--- src/rtl/bsc_pkg.sv ---
`default_nettype none

package bsc_pkg;

    // register port geometry
    localparam int ADDR_W = 9;
    localparam int DATA_W = 16;
    localparam int PORT_STRIDE = 128;

    // byte offsets inside one port window
    localparam logic [8:0] OFF_STATUS_LIVE    = 9'h05C;
    localparam logic [8:0] OFF_STATUS_LATCHED = 9'h05E;
    localparam logic [8:0] OFF_IRQ_ENABLE     = 9'h060;
    localparam logic [8:0] OFF_ERR_LOW        = 9'h064;
    localparam logic [8:0] OFF_ERR_HIGH       = 9'h066;
    localparam logic [8:0] OFF_BITS_LOW       = 9'h068;
    localparam logic [8:0] OFF_BITS_HIGH      = 9'h06A;

    // flag positions, shared by live, latched and enable registers
    localparam int FLAG_W      = 4;
    localparam int BIT_UPDATE  = 3;
    localparam int BIT_BITERR  = 2;
    localparam int BIT_NONZERO = 1;
    localparam int BIT_SYNC    = 0;

    // counter widths and holding-word split
    localparam int ERR_W  = 24;
    localparam int BITS_W = 32;
    localparam int HALF_W = 16;
    localparam int ERR_HIGH_W = 8;

    // reset values
    localparam logic [FLAG_W-1:0] FLAGS_RESET   = 4'h0;
    localparam logic [FLAG_W-1:0] IRQEN_RESET   = 4'h0;
    localparam logic [ERR_W-1:0]  ERR_RESET     = 24'h000000;
    localparam logic [BITS_W-1:0] BITS_RESET    = 32'h00000000;
    localparam logic [DATA_W-1:0] RDATA_RESET   = 16'h0000;

endpackage

`default_nettype wire

--- src/rtl/bsc_sat_counter.sv ---
`default_nettype none

module bsc_sat_counter #(
    parameter int WIDTH = 24
) (
    input  wire logic             clock,
    input  wire logic             rst,
    input  wire logic             clear,
    input  wire logic             inc,
    output logic [WIDTH-1:0]      count
);

    logic             all_ones;
    logic [WIDTH-1:0] next_count;

    assign all_ones = &count;

    // a clear that meets an increment starts the new interval at one
    always_comb
    begin
        next_count = count;
        if (clear)
        begin
            next_count = inc ? WIDTH'(1) : '0;
        end
        else if (inc && !all_ones)
        begin
            next_count = count + WIDTH'(1);
        end
    end

    always_ff @(posedge clock or posedge rst)
    begin
        if (rst)
            count <= '0;
        else
            count <= next_count;
    end

endmodule

`default_nettype wire

--- src/rtl/bsc_top.sv ---
`default_nettype none

module bsc_top #(
    parameter int PORT_INDEX = 0
) (
    input  wire logic                         clock,
    input  wire logic                         rst,
    input  wire logic [bsc_pkg::ADDR_W-1:0]   reg_addr,
    input  wire logic [bsc_pkg::DATA_W-1:0]   reg_wdata,
    input  wire logic                         reg_write,
    input  wire logic                         reg_read,
    output logic      [bsc_pkg::DATA_W-1:0]   reg_rdata,
    output logic                              reg_ack,
    input  wire logic                         local_update_request,
    input  wire logic                         update_source_select,
    input  wire logic                         remote_update_request,
    input  wire logic                         port_tester_irq_en,
    input  wire logic                         global_port_irq_en,
    input  wire logic                         rx_bit_valid,
    input  wire logic                         rx_bit_error,
    input  wire logic                         out_of_sync,
    output logic                              update_done,
    output logic                              irq
);

    localparam logic [bsc_pkg::ADDR_W-1:0] PORT_BASE =
        bsc_pkg::ADDR_W'(PORT_INDEX * bsc_pkg::PORT_STRIDE);

    // one address comparator per register, all built the same way
    function automatic logic bsc_hit(
        input logic [bsc_pkg::ADDR_W-1:0] addr,
        input logic [bsc_pkg::ADDR_W-1:0] offset
    );
        bsc_hit = (addr == (PORT_BASE + offset));
    endfunction

    // ------------------------------------------------------------------
    // state
    // ------------------------------------------------------------------
    logic                          sel_req_prev;
    logic                          hold_loaded;
    logic                          update_done_prev;
    logic                          oos_live;
    logic                          oos_prev;
    logic                          nonzero_prev;
    logic [bsc_pkg::FLAG_W-1:0]    flags;
    logic [bsc_pkg::FLAG_W-1:0]    irq_en;
    logic [bsc_pkg::ERR_W-1:0]     err_hold;
    logic [bsc_pkg::BITS_W-1:0]    bits_hold;
    logic [bsc_pkg::ERR_W-1:0]     err_count;
    logic [bsc_pkg::BITS_W-1:0]    bits_count;

    // ------------------------------------------------------------------
    // update request selection and edge
    // ------------------------------------------------------------------
    logic sel_req;
    logic update_pulse;
    logic next_update_done;

    assign sel_req = update_source_select ? remote_update_request : local_update_request;
    // a rising request starts an update; flipping the selector can also do it
    assign update_pulse = sel_req && !sel_req_prev;
    // low request forces zero; set only after the load cycle finished
    assign next_update_done = sel_req && (update_done || hold_loaded);

    // ------------------------------------------------------------------
    // counters
    // ------------------------------------------------------------------
    logic count_en;
    logic err_inc;
    logic bits_inc;

    // no counting while the checker has lost the pattern
    assign count_en = !out_of_sync;
    assign err_inc  = count_en && rx_bit_error;
    assign bits_inc = count_en && rx_bit_valid;

    bsc_sat_counter #(
        .WIDTH (bsc_pkg::ERR_W)
    ) u_err_counter (
        .clock (clock),
        .rst   (rst),
        .clear (update_pulse),
        .inc   (err_inc),
        .count (err_count)
    );

    bsc_sat_counter #(
        .WIDTH (bsc_pkg::BITS_W)
    ) u_bits_counter (
        .clock (clock),
        .rst   (rst),
        .clear (update_pulse),
        .inc   (bits_inc),
        .count (bits_count)
    );

    // ------------------------------------------------------------------
    // live status and event detection
    // ------------------------------------------------------------------
    logic                        nonzero_live;
    logic                        ev_update_rise;
    logic                        ev_nonzero_rise;
    logic                        ev_sync_change;
    logic                        ev_restart_one;
    logic [bsc_pkg::FLAG_W-1:0]  live_status;
    logic [bsc_pkg::FLAG_W-1:0]  set_events;

    // nonzero follows the running error counter
    assign nonzero_live = |err_count;
    // only the zero-to-one edge of update-done counts
    assign ev_update_rise = update_done && !update_done_prev;
    assign ev_nonzero_rise = nonzero_live && !nonzero_prev;
    // clear met by an error leaves the count at one with no visible edge
    assign ev_restart_one = update_pulse && err_inc;
    // both loss and regain of sync
    assign ev_sync_change = oos_live != oos_prev;

    always_comb
    begin
        live_status = bsc_pkg::FLAGS_RESET;
        live_status[bsc_pkg::BIT_UPDATE]  = update_done;
        live_status[bsc_pkg::BIT_NONZERO] = nonzero_live;
        live_status[bsc_pkg::BIT_SYNC]    = oos_live;
    end

    always_comb
    begin
        set_events = bsc_pkg::FLAGS_RESET;
        set_events[bsc_pkg::BIT_UPDATE]  = ev_update_rise;
        // every checker error, counted or not
        set_events[bsc_pkg::BIT_BITERR]  = rx_bit_error;
        set_events[bsc_pkg::BIT_NONZERO] = ev_nonzero_rise || ev_restart_one;
        set_events[bsc_pkg::BIT_SYNC]    = ev_sync_change;
    end

    // ------------------------------------------------------------------
    // register decode
    // ------------------------------------------------------------------
    logic hit_live;
    logic hit_latched;
    logic hit_irq_en;
    logic hit_err_low;
    logic hit_err_high;
    logic hit_bits_low;
    logic hit_bits_high;
    logic hit_any;
    logic wr_latched;
    logic wr_irq_en;

    assign hit_live      = bsc_hit(reg_addr, bsc_pkg::OFF_STATUS_LIVE);
    assign hit_latched   = bsc_hit(reg_addr, bsc_pkg::OFF_STATUS_LATCHED);
    assign hit_irq_en    = bsc_hit(reg_addr, bsc_pkg::OFF_IRQ_ENABLE);
    assign hit_err_low   = bsc_hit(reg_addr, bsc_pkg::OFF_ERR_LOW);
    assign hit_err_high  = bsc_hit(reg_addr, bsc_pkg::OFF_ERR_HIGH);
    assign hit_bits_low  = bsc_hit(reg_addr, bsc_pkg::OFF_BITS_LOW);
    assign hit_bits_high = bsc_hit(reg_addr, bsc_pkg::OFF_BITS_HIGH);
    assign hit_any = hit_live || hit_latched || hit_irq_en || hit_err_low
                   || hit_err_high || hit_bits_low || hit_bits_high;
    assign wr_latched = reg_write && hit_latched;
    assign wr_irq_en  = reg_write && hit_irq_en;

    // ------------------------------------------------------------------
    // latched flags and enables
    // ------------------------------------------------------------------
    logic [bsc_pkg::FLAG_W-1:0] clear_mask;
    logic [bsc_pkg::FLAG_W-1:0] next_flags;

    // write one clears; a set in the same cycle wins
    assign clear_mask = wr_latched ? reg_wdata[bsc_pkg::FLAG_W-1:0] : bsc_pkg::FLAGS_RESET;
    assign next_flags = (flags & ~clear_mask) | set_events;

    // ------------------------------------------------------------------
    // read mux
    // ------------------------------------------------------------------
    logic [bsc_pkg::DATA_W-1:0] read_value;
    logic [bsc_pkg::DATA_W-1:0] err_high_word;

    // top byte of the upper error word reads zero
    assign err_high_word = {{(bsc_pkg::DATA_W - bsc_pkg::ERR_HIGH_W){1'b0}},
                            err_hold[bsc_pkg::ERR_W-1:bsc_pkg::HALF_W]};

    always_comb
    begin
        read_value = bsc_pkg::RDATA_RESET;
        if (hit_live)
            read_value[bsc_pkg::FLAG_W-1:0] = live_status;
        else if (hit_latched)
            read_value[bsc_pkg::FLAG_W-1:0] = flags;
        else if (hit_irq_en)
            read_value[bsc_pkg::FLAG_W-1:0] = irq_en;
        else if (hit_err_low)
            read_value = err_hold[bsc_pkg::HALF_W-1:0];
        else if (hit_err_high)
            read_value = err_high_word;
        // bit count as two full words
        else if (hit_bits_low)
            read_value = bits_hold[bsc_pkg::HALF_W-1:0];
        else if (hit_bits_high)
            read_value = bits_hold[bsc_pkg::BITS_W-1:bsc_pkg::HALF_W];
    end

    // ------------------------------------------------------------------
    // interrupt
    // ------------------------------------------------------------------
    logic next_irq;

    // flag enable, port enable and global enable all needed
    // enable bits share the flag positions
    assign next_irq = (|(flags & irq_en)) && port_tester_irq_en && global_port_irq_en;

    // ------------------------------------------------------------------
    // processes
    // ------------------------------------------------------------------

    // update handshake tracking
    always_ff @(posedge clock or posedge rst)
    begin
        if (rst)
        begin
            sel_req_prev <= 1'b0;
            hold_loaded  <= 1'b0;
            update_done  <= 1'b0;
        end
        else
        begin
            sel_req_prev <= sel_req;
            // both holding words are written in the update cycle
            hold_loaded  <= update_pulse;
            update_done  <= next_update_done;
        end
    end

    // holding registers change only on an update
    always_ff @(posedge clock or posedge rst)
    begin
        if (rst)
        begin
            err_hold  <= bsc_pkg::ERR_RESET;
            bits_hold <= bsc_pkg::BITS_RESET;
        end
        else if (update_pulse)
        begin
            err_hold  <= err_count;
            bits_hold <= bits_count;
        end
    end

    // one register stage so every edge is seen exactly once
    always_ff @(posedge clock or posedge rst)
    begin
        if (rst)
        begin
            oos_live         <= 1'b0;
            oos_prev         <= 1'b0;
            nonzero_prev     <= 1'b0;
            update_done_prev <= 1'b0;
        end
        else
        begin
            oos_live         <= out_of_sync;
            oos_prev         <= oos_live;
            nonzero_prev     <= nonzero_live;
            update_done_prev <= update_done;
        end
    end

    // latched flags and enable register
    always_ff @(posedge clock or posedge rst)
    begin
        if (rst)
        begin
            flags  <= bsc_pkg::FLAGS_RESET;
            irq_en <= bsc_pkg::IRQEN_RESET;
        end
        else
        begin
            flags <= next_flags;
            if (wr_irq_en)
                irq_en <= reg_wdata[bsc_pkg::FLAG_W-1:0];
        end
    end

    // registered read data; unmapped reads give zero and no ack
    always_ff @(posedge clock or posedge rst)
    begin
        if (rst)
        begin
            reg_rdata <= bsc_pkg::RDATA_RESET;
            reg_ack   <= 1'b0;
            irq       <= 1'b0;
        end
        else
        begin
            reg_rdata <= reg_read ? read_value : bsc_pkg::RDATA_RESET;
            reg_ack   <= (reg_read || reg_write) && hit_any;
            irq       <= next_irq;
        end
    end

endmodule

`default_nettype wire

--- config.mk ---
export PLATFORM = sky130hd
export DESIGN_NAME = bsc_top
export DESIGN_NICKNAME = d
export VERILOG_FILES = /design/src/rtl/bsc_pkg.sv /design/src/rtl/bsc_sat_counter.sv /design/src/rtl/bsc_top.sv
export SDC_FILE = /design/constraint.sdc
export NUM_CORES = 1
export LEC_CHECK = 0
export ABC_AREA = 1
export CAP_MARGIN = 20
export CORE_ASPECT_RATIO = 1.5
export CORE_MARGIN = 2
export CORE_UTILIZATION = 35
export CTS_BUF_LIST = sky130_fd_sc_hd__clkbuf_2
export CTS_CLUSTER_SIZE = 28
export DETAILED_ROUTE_END_ITERATION = 16
export DONT_BUFFER_PORTS = 1
export PLACE_DENSITY_LB_ADDON = 0.3
export REMOVE_ABC_BUFFERS = 1
export SLEW_MARGIN = 20
export SYNTH_ARGS = -nofsm -noshare
export SYNTH_HDL_FRONTEND = slang
export SYNTH_SLANG_ARGS = --single-unit
--- constraint.sdc ---
create_clock -name clock -period 4.6 [get_ports clock]
set_input_delay 0.46 -clock clock [delete_from_list [all_inputs] [get_ports clock]]
set_output_delay 0.46 -clock clock [all_outputs]
set_load 0.03 [all_outputs]
# Word-level counts from Yosys, hierarchy flattened
# Cells that the tools add are included.
# Widths: inputs -> output; s select.
# word_totals
register_bits,145
# classes
add_sub_neg,2
eq_ne,8
n_mux,19
bitwise_logic,4
reduce_logical,35
# ops
op,n
$mux 16,5
$mux 32,2
$eq 9x7->1 const B,7
$mux 24,2
$mux 12,3
$add 32x1->32 const B,1
$reduce_and 32->1,1
$add 24x1->24 const B,1
$reduce_and 24->1,1
$reduce_or 24->1,1
$mux 4,4
$logic_and 1x1->1,14
$logic_or 1x1->1,9
$and 4x4->4,2
$logic_not 1->1,6
$not 4->4,1
$or 4x4->4,1
$reduce_bool 2->1,2
$reduce_or 4->1,1
$mux 1,3
$ne 1x1->1,1

# Depth between registers and ports, before layout
# Gate-level depths: netlist of the first run.
# depth
word_depth,9
ltp_mapped,11

# Hierarchy
# A second synthesis of the first run with hierarchy kept.
# unflattened
cells_unflattened,1086
area_unflattened_um2,7935.1
# by_module_without_submodules
mod,n_inst,cells_each,area_each_um2,seq_area_each_um2
bsc_top,1,479,3991.3,2227.1
bsc_sat_counter (u_bits_counter),1,354,2263.4,800.8
bsc_sat_counter (u_err_counter),1,253,1680.4,600.6

# Least setup slack after synthesis of the first run
# Ideal clock, no wire load.
# synth_timing
kind,reg-to-reg
start,register u_err_counter.count[0]
end,register u_err_counter.count[19]
t_arrival_ps,1613
slack_ps,2913
path_stages_with_launch,10
n_path_buf,1
cell_sequence,dfrtp_1 > ha_1 > nand2_1 > nor2_1 > nand3_1 > nor2_2 > a21oi_2 > buf_2 > nand4_1 > o21ai_2
# synth_between
elab_chain_len,4
word_cells_on_any_way,7
cone_classes,add/sub (1); mux (2); reduce/logical (4)
# synth_rtl
element,line_no,source
start: declaration,bsc_sat_counter.sv:10,output logic [WIDTH-1:0] count
start signal: assignment,bsc_sat_counter.sv:37,count <= next_count;
branches (longest 4 deep; another with $add 24x1->24),n/a,
# Parallel ways; which one is timed is not known. The select of a mux whose other input is x is not followed.
# A chain may end at the register's enable or synchronous reset.

# Worst setup path after layout of the first run
# layout_timing
start,register u_err_counter.count[0]
end,register u_err_counter.count[16]
# Same word-level chain as after synthesis.

==> summary.txt, run 1 <==
Clock network
  – Clock net sink count: 145
  – Clock transition at the register clock pins on the worst setup and hold paths after CTS: 0.24 ns
  – Worst skew pair latency: 0.75 ns
  – Max Buffers Root-to-Sink: 2
  – Cts bufs inserted: 17
  – Deepest level of the CTS H-tree: 4
  – Post-cts sizing count: 0
  – TritonCTS clock tree: done
  – Clock root buffer master: sky130_fd_sc_hd__clkbuf_2

Timing
  – RSZ-0062 raised after global routing: no
  – Max transition margin: 40.77%
  – Max Slew Vio Count: 0
  – Post-layout min period: 2.306 ns
  – Fin. Hold Viols: 0
  – Worst-case hold slack: 0.07293 ns
  – Setup violation total in the final timing report: 0
  – Worst Tran Pin Value: 0.8884 ns
  – Final TNS setup: 0 ns
  – Worst clock skew on the final layout: 0.02723 ns
  – Period utilization: 50.13%
  – Peak Freq: 433.6 MHz

Yosys
  – Avg Inst Size Synth: 7.730 sq um
  – Count of distinct cell types in the synthesized netlist: 33
  – Yosys warning count: 0
  – Sequential share of the synthesized area: 46.71%
  – Post-synthesis instance area: 7769 sq um
  – Post-Syn Instances: 1005
  – Number of synthesized register bits: 145

Run status
  – Outcome: finished clean

Power and ir drop
  – Leak Pwr: 3.736 nW
  – Total power after layout: 2.393 mW
  – Total net switching power: 0.6742 mW
  – Highest ir drop seen on vdd: 136.2 uV
  – Combinational group share of total power: 8.4%
  – Switching Fraction: 28.17%
  – Clock power frac: 35.9%
  – Proportion of power drawn by flip-flops and latches: 55.7%
  – Total power density per cell area: 283.1 nW/um^2
  – Internal power: 1.719 mW

Drt
  – Overall via count from detail_route: 6744
  – Detailed-route wire length on metal 1: 8322 microns
  – Routed Wire Length: 20900 microns
  – ANT nets after route: 0
  – 1st-pass router iterations: 4
  – DR top layer: met4
  – 1st-iter DRT viols: 409
  – Routed met2 length: 11080 microns
  – DRC viols: 0
  – WL met3: 533 microns
  – Average routed wire per standard cell: 16.04 microns
  – Via-to-Cell Ratio: 5.176

Floorplanning
  – Top-level I/O count: 56
  – Area inside the core boundary: 21720 sq um
  – Vertical extent of the die: 186.5 microns
  – Row Count: 66
  – Total die area: 23430 sq um
  – Initial Util: 35.77%
  – Die span in x: 125.6 microns

Setup path
  – Cell with the largest stage delay on the worst path: sky130_fd_sc_hd__a21oi_2
  – Most frequent cell on the critical path: sky130_fd_sc_hd__nand2_1
  – Critical path launch point type: flip-flop
  – Crit path cell chain: ha_1 -> nand2_1 -> nor2_1 -> nand3_1 -> nor2_2 -> a21oi_2 -> nand2_1 -> nand2_1 -> nand2_1 -> nor2_1
  – Top delay family on crit path: simple AND/OR/NAND/NOR gates
  – Category of the worst setup path capture point: flip-flop
  – Longest individual stage delay on the worst path: 0.67 ns
  – Maximum fanout count along the critical path: 18
  – Arr. time, crit path: 3.01 ns
  – Data required, critical path: 5.30 ns
  – Buffers and inverters on the worst path: 0
  – Type of the setup path with the least slack: flip-flop to flip-flop

Placed design
  – Final Wtd Congestion: 0.9142
  – Port-buffer cells: 0
  – HPWL Detailed: 15390 microns

Cells and area
  – Final core utilization: 38.93%
  – Total Nets Final: 1057
  – Final-layout fill cell count: 2258
  – Commonest non-fill, non-tap cell in the layout: sky130_fd_sc_hd__nand2_1
  – Most frequent cells in the layout: sky130_fd_sc_hd__nand2_1 (249), sky130_fd_sc_hd__dfrtp_1 (145), sky130_fd_sc_hd__inv_1 (115), sky130_fd_sc_hd__nor2_1 (98), sky130_fd_sc_hd__o21ai_0 (93)
  – Layout overhead on the synthesized area: 8.826%
  – Share of cells above drive strength 1: 11.36%

Global route
  – First-pass GRT wire length: 34390 microns
  – Overall track demand over capacity in global routing: 18.54%
  – Number of antenna violations at the first check in global routing: 1
  – Total grt overflow: 0
  – Vias in the first global route: 6672
  – Pin count of the biggest net entering global routing: 92

Worst hold path
  – Worst min-delay path category: primary input to flip-flop

Job
  – Reported max-cap violation count: 0
## synthesized netlist by cell type
cell type / instances / area [sq um]
sky130_fd_sc_hd__a31oi_1: 1 / 6.260
sky130_fd_sc_hd__nand2_4: 4 / 45.04
sky130_fd_sc_hd__and2_1: 1 / 6.260
sky130_fd_sc_hd__nor3_1: 22 / 110.1
sky130_fd_sc_hd__a41oi_1: 1 / 8.760
sky130_fd_sc_hd__xor2_1: 11 / 96.34
sky130_fd_sc_hd__nor2_1: 98 / 367.9
sky130_fd_sc_hd__o31ai_1: 1 / 7.510
sky130_fd_sc_hd__inv_2: 7 / 26.28
sky130_fd_sc_hd__nand2_1: 249 / 934.7
sky130_fd_sc_hd__ha_1: 3 / 37.54
sky130_fd_sc_hd__dfrtp_1: 145 / 3628
sky130_fd_sc_hd__a221oi_1: 1 / 8.760
sky130_fd_sc_hd__nand3_2: 1 / 10.01
sky130_fd_sc_hd__o22ai_1: 5 / 31.28
sky130_fd_sc_hd__buf_6: 4 / 45.04
sky130_fd_sc_hd__nand3_1: 70 / 350.3
sky130_fd_sc_hd__a21oi_2: 1 / 8.760
sky130_fd_sc_hd__a22o_1: 1 / 8.760
sky130_fd_sc_hd__a21oi_1: 11 / 55.05
sky130_fd_sc_hd__clkbuf_1: 10 / 37.54
sky130_fd_sc_hd__nor2_4: 3 / 33.78
sky130_fd_sc_hd__xnor2_1: 1 / 8.760
sky130_fd_sc_hd__nand4_1: 63 / 394.1
sky130_fd_sc_hd__buf_4: 1 / 7.510
sky130_fd_sc_hd__buf_2: 17 / 85.08
sky130_fd_sc_hd__nor2_2: 8 / 50.05
sky130_fd_sc_hd__nor3_2: 5 / 50.05
sky130_fd_sc_hd__o21ai_1: 5 / 25.02
sky130_fd_sc_hd__o21ai_0: 93 / 465.5
sky130_fd_sc_hd__o21ai_2: 38 / 332.8
sky130_fd_sc_hd__inv_1: 116 / 435.4
sky130_fd_sc_hd__nand2_2: 8 / 50.05
## area by class of cell
class / instances / area (sq um) / share of cell area [%]
diodes: 1 / 2.502 / 0.02960
clock buffers: 19 / 95.09 / 1.125
clock inverters: 13 / 183.9 / 2.176
inverters: 123 / 469.2 / 5.550
multi-input cells: 705 / 3507 / 41.48
flip-flops and latches: 145 / 3628 / 42.92
well taps: 272 / 340.3 / 4.025
repair buffers: 25 / 227.7 / 2.693
## layer usage
metal | GRT usage, % | vias up
met4 | 9.829 | 0
met2 | 33.58 | 158
met1 | 20.50 | 3191
met5 | 0 | -
met3 | 3.096 | 63
li1 | - | 3332
## kinds of logic (layout without fill, tap and decap cells)
group,count (synthesis),in the layout,share of synthesized area [%]
compound gates,158,158,12.34
xor+xnor,12,12,1.353
fa+ha+maj,3,3,0.4832
buf+inv,155,180,8.198
flops,145,145,46.71
other cells,0,1,0
simple gates,532,532,30.92
## sequential cells by signal, indices dropped and copies added (netlist names)
name and count:
bits_hold 32, err_hold 24, flags 4, hold_loaded 1
irq 1, irq_en 4, nonzero_prev 1, oos_live 1
oos_prev 1, reg_ack 1, reg_rdata 16, sel_req_prev 1
u_bits_counter.count 32, u_err_counter.count 24, update_done 1, update_done_prev 1
## power groups by stage
stage               Combinational (mW)  Sequential (mW)  Clock (mW)
CTS                              0.203             1.33       0.879
floorplan                        0.132             1.35           0
finish                           0.201             1.33       0.859
detailed placement               0.192             1.36           0
global placement                 0.191             1.36           0
global route                     0.228             1.34       0.934
## worst min-delay path, cell delays in order
cell	delay, ns
sky130_fd_sc_hd__nor2_1	0.05
sky130_fd_sc_hd__nand4_1	0.09
sky130_fd_sc_hd__nand4_1	0.11
sky130_fd_sc_hd__nand2_1	0.07
sky130_fd_sc_hd__inv_1	0.03
## final timing paths
kind | startpoint | endpoint | slack [ns] | depth (start not counted)
max in group asynchronous | rst | u_err_counter.count[23] | 3.29 | 3
min | reg_addr[3] | reg_rdata[0] | 0.07 | 5
min reg2reg | update_done_prev | flags[3] | 0.44 | 1
max reg2reg | u_err_counter.count[0] | u_err_counter.count[16] | 2.29 | 10
min in group asynchronous | rst | update_done | 0.30 | 2
max | u_err_counter.count[0] | u_err_counter.count[16] | 2.29 | 10
## what timing repair did
item / in CTS / in global routing
buffers inserted: 0 / 0
hold endpoints to repair: 95 / 2
hold buffers: 14 / 2
## stage by stage
stage                     cells  worst slack (ns)  instance area (sq um)
after CTS                  1300             2.258                   8432
final                      1303             2.294                   8454
after floorplan             973            0.2454                   7594
after detailed placement   1254             2.218                   8013
after global routing       1303             2.035                   8454
after global placement     1254             2.244                   8013
Note: power is estimated with default switching activity, not from simulation.
==> run 2, diff against run 1 <==
clock period = 2.3 ns   (was 4.6 ns; I/O delays follow)
==> summary.txt, run 2 (same netlist as run 1, synthesis figures left out) <==
Clock network
  – Max Buffers Root-to-Sink: 2
  – Cts bufs inserted: 17
  – Deepest level of the CTS H-tree: 4
  – Clock root buffer master: sky130_fd_sc_hd__clkbuf_2
  – Number of buffers added for setup after CTS: 0
  – TritonCTS clock tree: done
  – Clock transition at the register clock pins on the worst setup and hold paths after CTS: 0.24 ns
  – Clock net sink count: 145
  – Worst skew pair latency: 0.77 ns

Cells and area
  – Total Nets Final: 1104
  – Final core utilization: 41.11%
  – Final instance area: 8929 sq um
  – Most frequent cells in the layout: sky130_fd_sc_hd__nand2_1 (249), sky130_fd_sc_hd__dfrtp_1 (145), sky130_fd_sc_hd__inv_1 (115), sky130_fd_sc_hd__nor2_1 (98), sky130_fd_sc_hd__o21ai_0 (93)
  – Largest registers ranked by flip-flop count: bits_hold: 32 flops, u_bits_counter.count: 32 flops
  – Number of standard cells in the final layout excluding fillers: 1349
  – Share of cells above drive strength 1: 12.73%
  – Final-layout fill cell count: 2224
  – Layout overhead on the synthesized area: 14.93%
  – Commonest non-fill, non-tap cell in the layout: sky130_fd_sc_hd__nand2_1

Timing
  – Worst clock skew on the final layout: 0.04399 ns
  – Post-layout min period: 2.169 ns
  – Max transition margin: 61.55%
  – Setup violation total in the final timing report: 0
  – Max Slew Vio Count: 0
  – Fin. Hold Viols: 0
  – Period utilization: 94.31%
  – Worst Tran Pin Value: 0.5724 ns
  – RSZ-0062 raised after global routing: no
  – Peak Freq: 461.0 MHz

Power and ir drop
  – Total net switching power: 1.320 mW
  – Clock power frac: 34.5%
  – Total power density per cell area: 536.5 nW/um^2
  – Leak Pwr: 3.992 nW
  – Proportion of power drawn by flip-flops and latches: 55.7%
  – Combinational group share of total power: 9.9%
  – Highest ir drop seen on vdd: 287.0 uV
  – Total power after layout: 4.790 mW
  – Internal power: 3.470 mW
  – Switching Fraction: 27.56%

Floorplanning
  – Initial Util: 35.77%
  – Die span in x: 125.6 microns
  – Vertical extent of the die: 186.5 microns
  – Row Count: 66
  – Top-level I/O count: 56
  – Total die area: 23430 sq um
  – Area inside the core boundary: 21720 sq um

Setup path
  – Maximum fanout count along the critical path: 10
  – Worst-case register-to-register setup slack: 0.21 ns
  – Type of the setup path with the least slack: primary input to flip-flop
  – Arr. time, crit path: 2.86 ns
  – Most frequent cell on the critical path: sky130_fd_sc_hd__dlygate4sd3_1
  – R2r endpoint: u_err_counter.count[14]
  – Worst R2R Start: u_err_counter.count[0]
  – Longest individual stage delay on the worst path: 0.56 ns
  – Data required, critical path: 2.99 ns
  – Number of cell instances on the worst register-to-register path: 10
  – Category of the worst setup path capture point: flip-flop
  – Critical path launch point type: primary input
  – Cell with the largest stage delay on the worst path: sky130_fd_sc_hd__dlygate4sd3_1
  – Crit path cell chain: dlygate4sd3_1 -> nor2_2 -> nand3_1 -> buf_4 -> o21ai_0 -> dlygate4sd3_1 -> a21oi_1 -> dlygate4sd3_1

Drt
  – Routed met2 length: 11770 microns
  – Overall via count from detail_route: 6928
  – Average routed wire per standard cell: 16.15 microns
  – WL met3: 613 microns
  – Detailed-route wire length on metal 1: 8441 microns
  – DR top layer: met4
  – ANT nets after route: 0
  – 1st-pass router iterations: 5
  – Routed Wire Length: 21790 microns
  – Via-to-Cell Ratio: 5.136
  – 1st-iter DRT viols: 505
  – DRC viols: 0

Placed design
  – Port-buffer cells: 0
  – Instance area at placement: 8228 sq um
  – Placed Cells: 1276
  – Final Wtd Congestion: 0.9434
  – HPWL Detailed: 15960 microns

Worst hold path
  – Hold-critical path endpoint: reg_rdata[2]
  – Hold Path Cell Cnt: 7
  – Hold Path Origin: reg_addr[1]
  – Worst min-delay path category: primary input to flip-flop

Global route
  – Vias in the first global route: 6831
  – Number of antenna violations at the first check in global routing: 1
  – First-pass GRT wire length: 35070 microns
  – Overall track demand over capacity in global routing: 18.92%
  – Total grt overflow: 0
  – Pin count of the biggest net entering global routing: 49

Job
  – Reported max-cap violation count: 0

Run status
  – Outcome: finished clean
run 2: stage by stage:
step	hold slack (ns)	setup slack (ns)	TNS, ns
2_1_floorplan	0.2614	-1.825	-272.91
3_3_place_gp	0.1841	0.1930	0
3_5_place_dp	0.1881	0.1634	0
4_1_cts	0.004766	0.08811	0
5_1_grt	0.01516	0.003900	0
6_report	0.05771	0.1308	0
run 2: area by class of cell:
type | instances | area, sq um | share of cell area, %
Antenna cell | 1 | 2.502 | 0.02803
Clock buffer | 19 | 95.09 | 1.065
Clock inverter | 12 | 165.2 | 1.850
Inverter | 123 | 469.2 | 5.255
Multi-Input combinational cell | 705 | 3515 | 39.36
Sequential cell | 145 | 3628 | 40.64
Tap cell | 272 | 340.3 | 3.812
Timing Repair Buffer | 72 | 713.2 | 7.988
run 2: worst max path at each step:
stage	from	end	slack (ns)
6_report	reg_addr[1]	reg_rdata[3]	0.13
5_1_grt	u_err_counter.count[0]	u_err_counter.count[14]	0.004
4_1_cts	reg_addr[2]	reg_rdata[1]	0.09
3_5_place_dp	u_bits_counter.count[0]	u_bits_counter.count[14]	0.16
3_3_place_gp	u_bits_counter.count[0]	u_bits_counter.count[25]	0.19
2_1_floorplan	rst	bits_hold[0]	-1.82
run 2: what timing repair did:
action / in CTS / in global routing
endpoints found under the hold margin: 201 / 0
hold buffers: 41 / 0
resized for setup: 0 / 2
setup endpoints to repair: 0 / 5
run 2: power by group through the flow:
stage / logic (mW) / clock network (mW) / registers [mW]
floorplan: 0.263 / 0 / 2.70
global placement: 0.416 / 0 / 2.71
detailed placement: 0.420 / 0 / 2.71
CTS: 0.476 / 1.69 / 2.67
global route: 0.527 / 1.80 / 2.67
finish: 0.473 / 1.65 / 2.67
run 2: worst max-delay path, delay by kind of cell:
| family | cells | cell delay (ns) |
|---|---|---|
| buffers and inverters | 4 | 1.85 |
| and+or+nand+nor | 2 | 0.61 |
| AOI/OAI and AO/OA | 2 | 0.16 |
run 2: layer usage:
layer	global-route usage, %	vias up
met5	0	-
met4	9.872	0
met3	3.039	56
met2	34.97	155
met1	20.47	3288
li1	-	3429
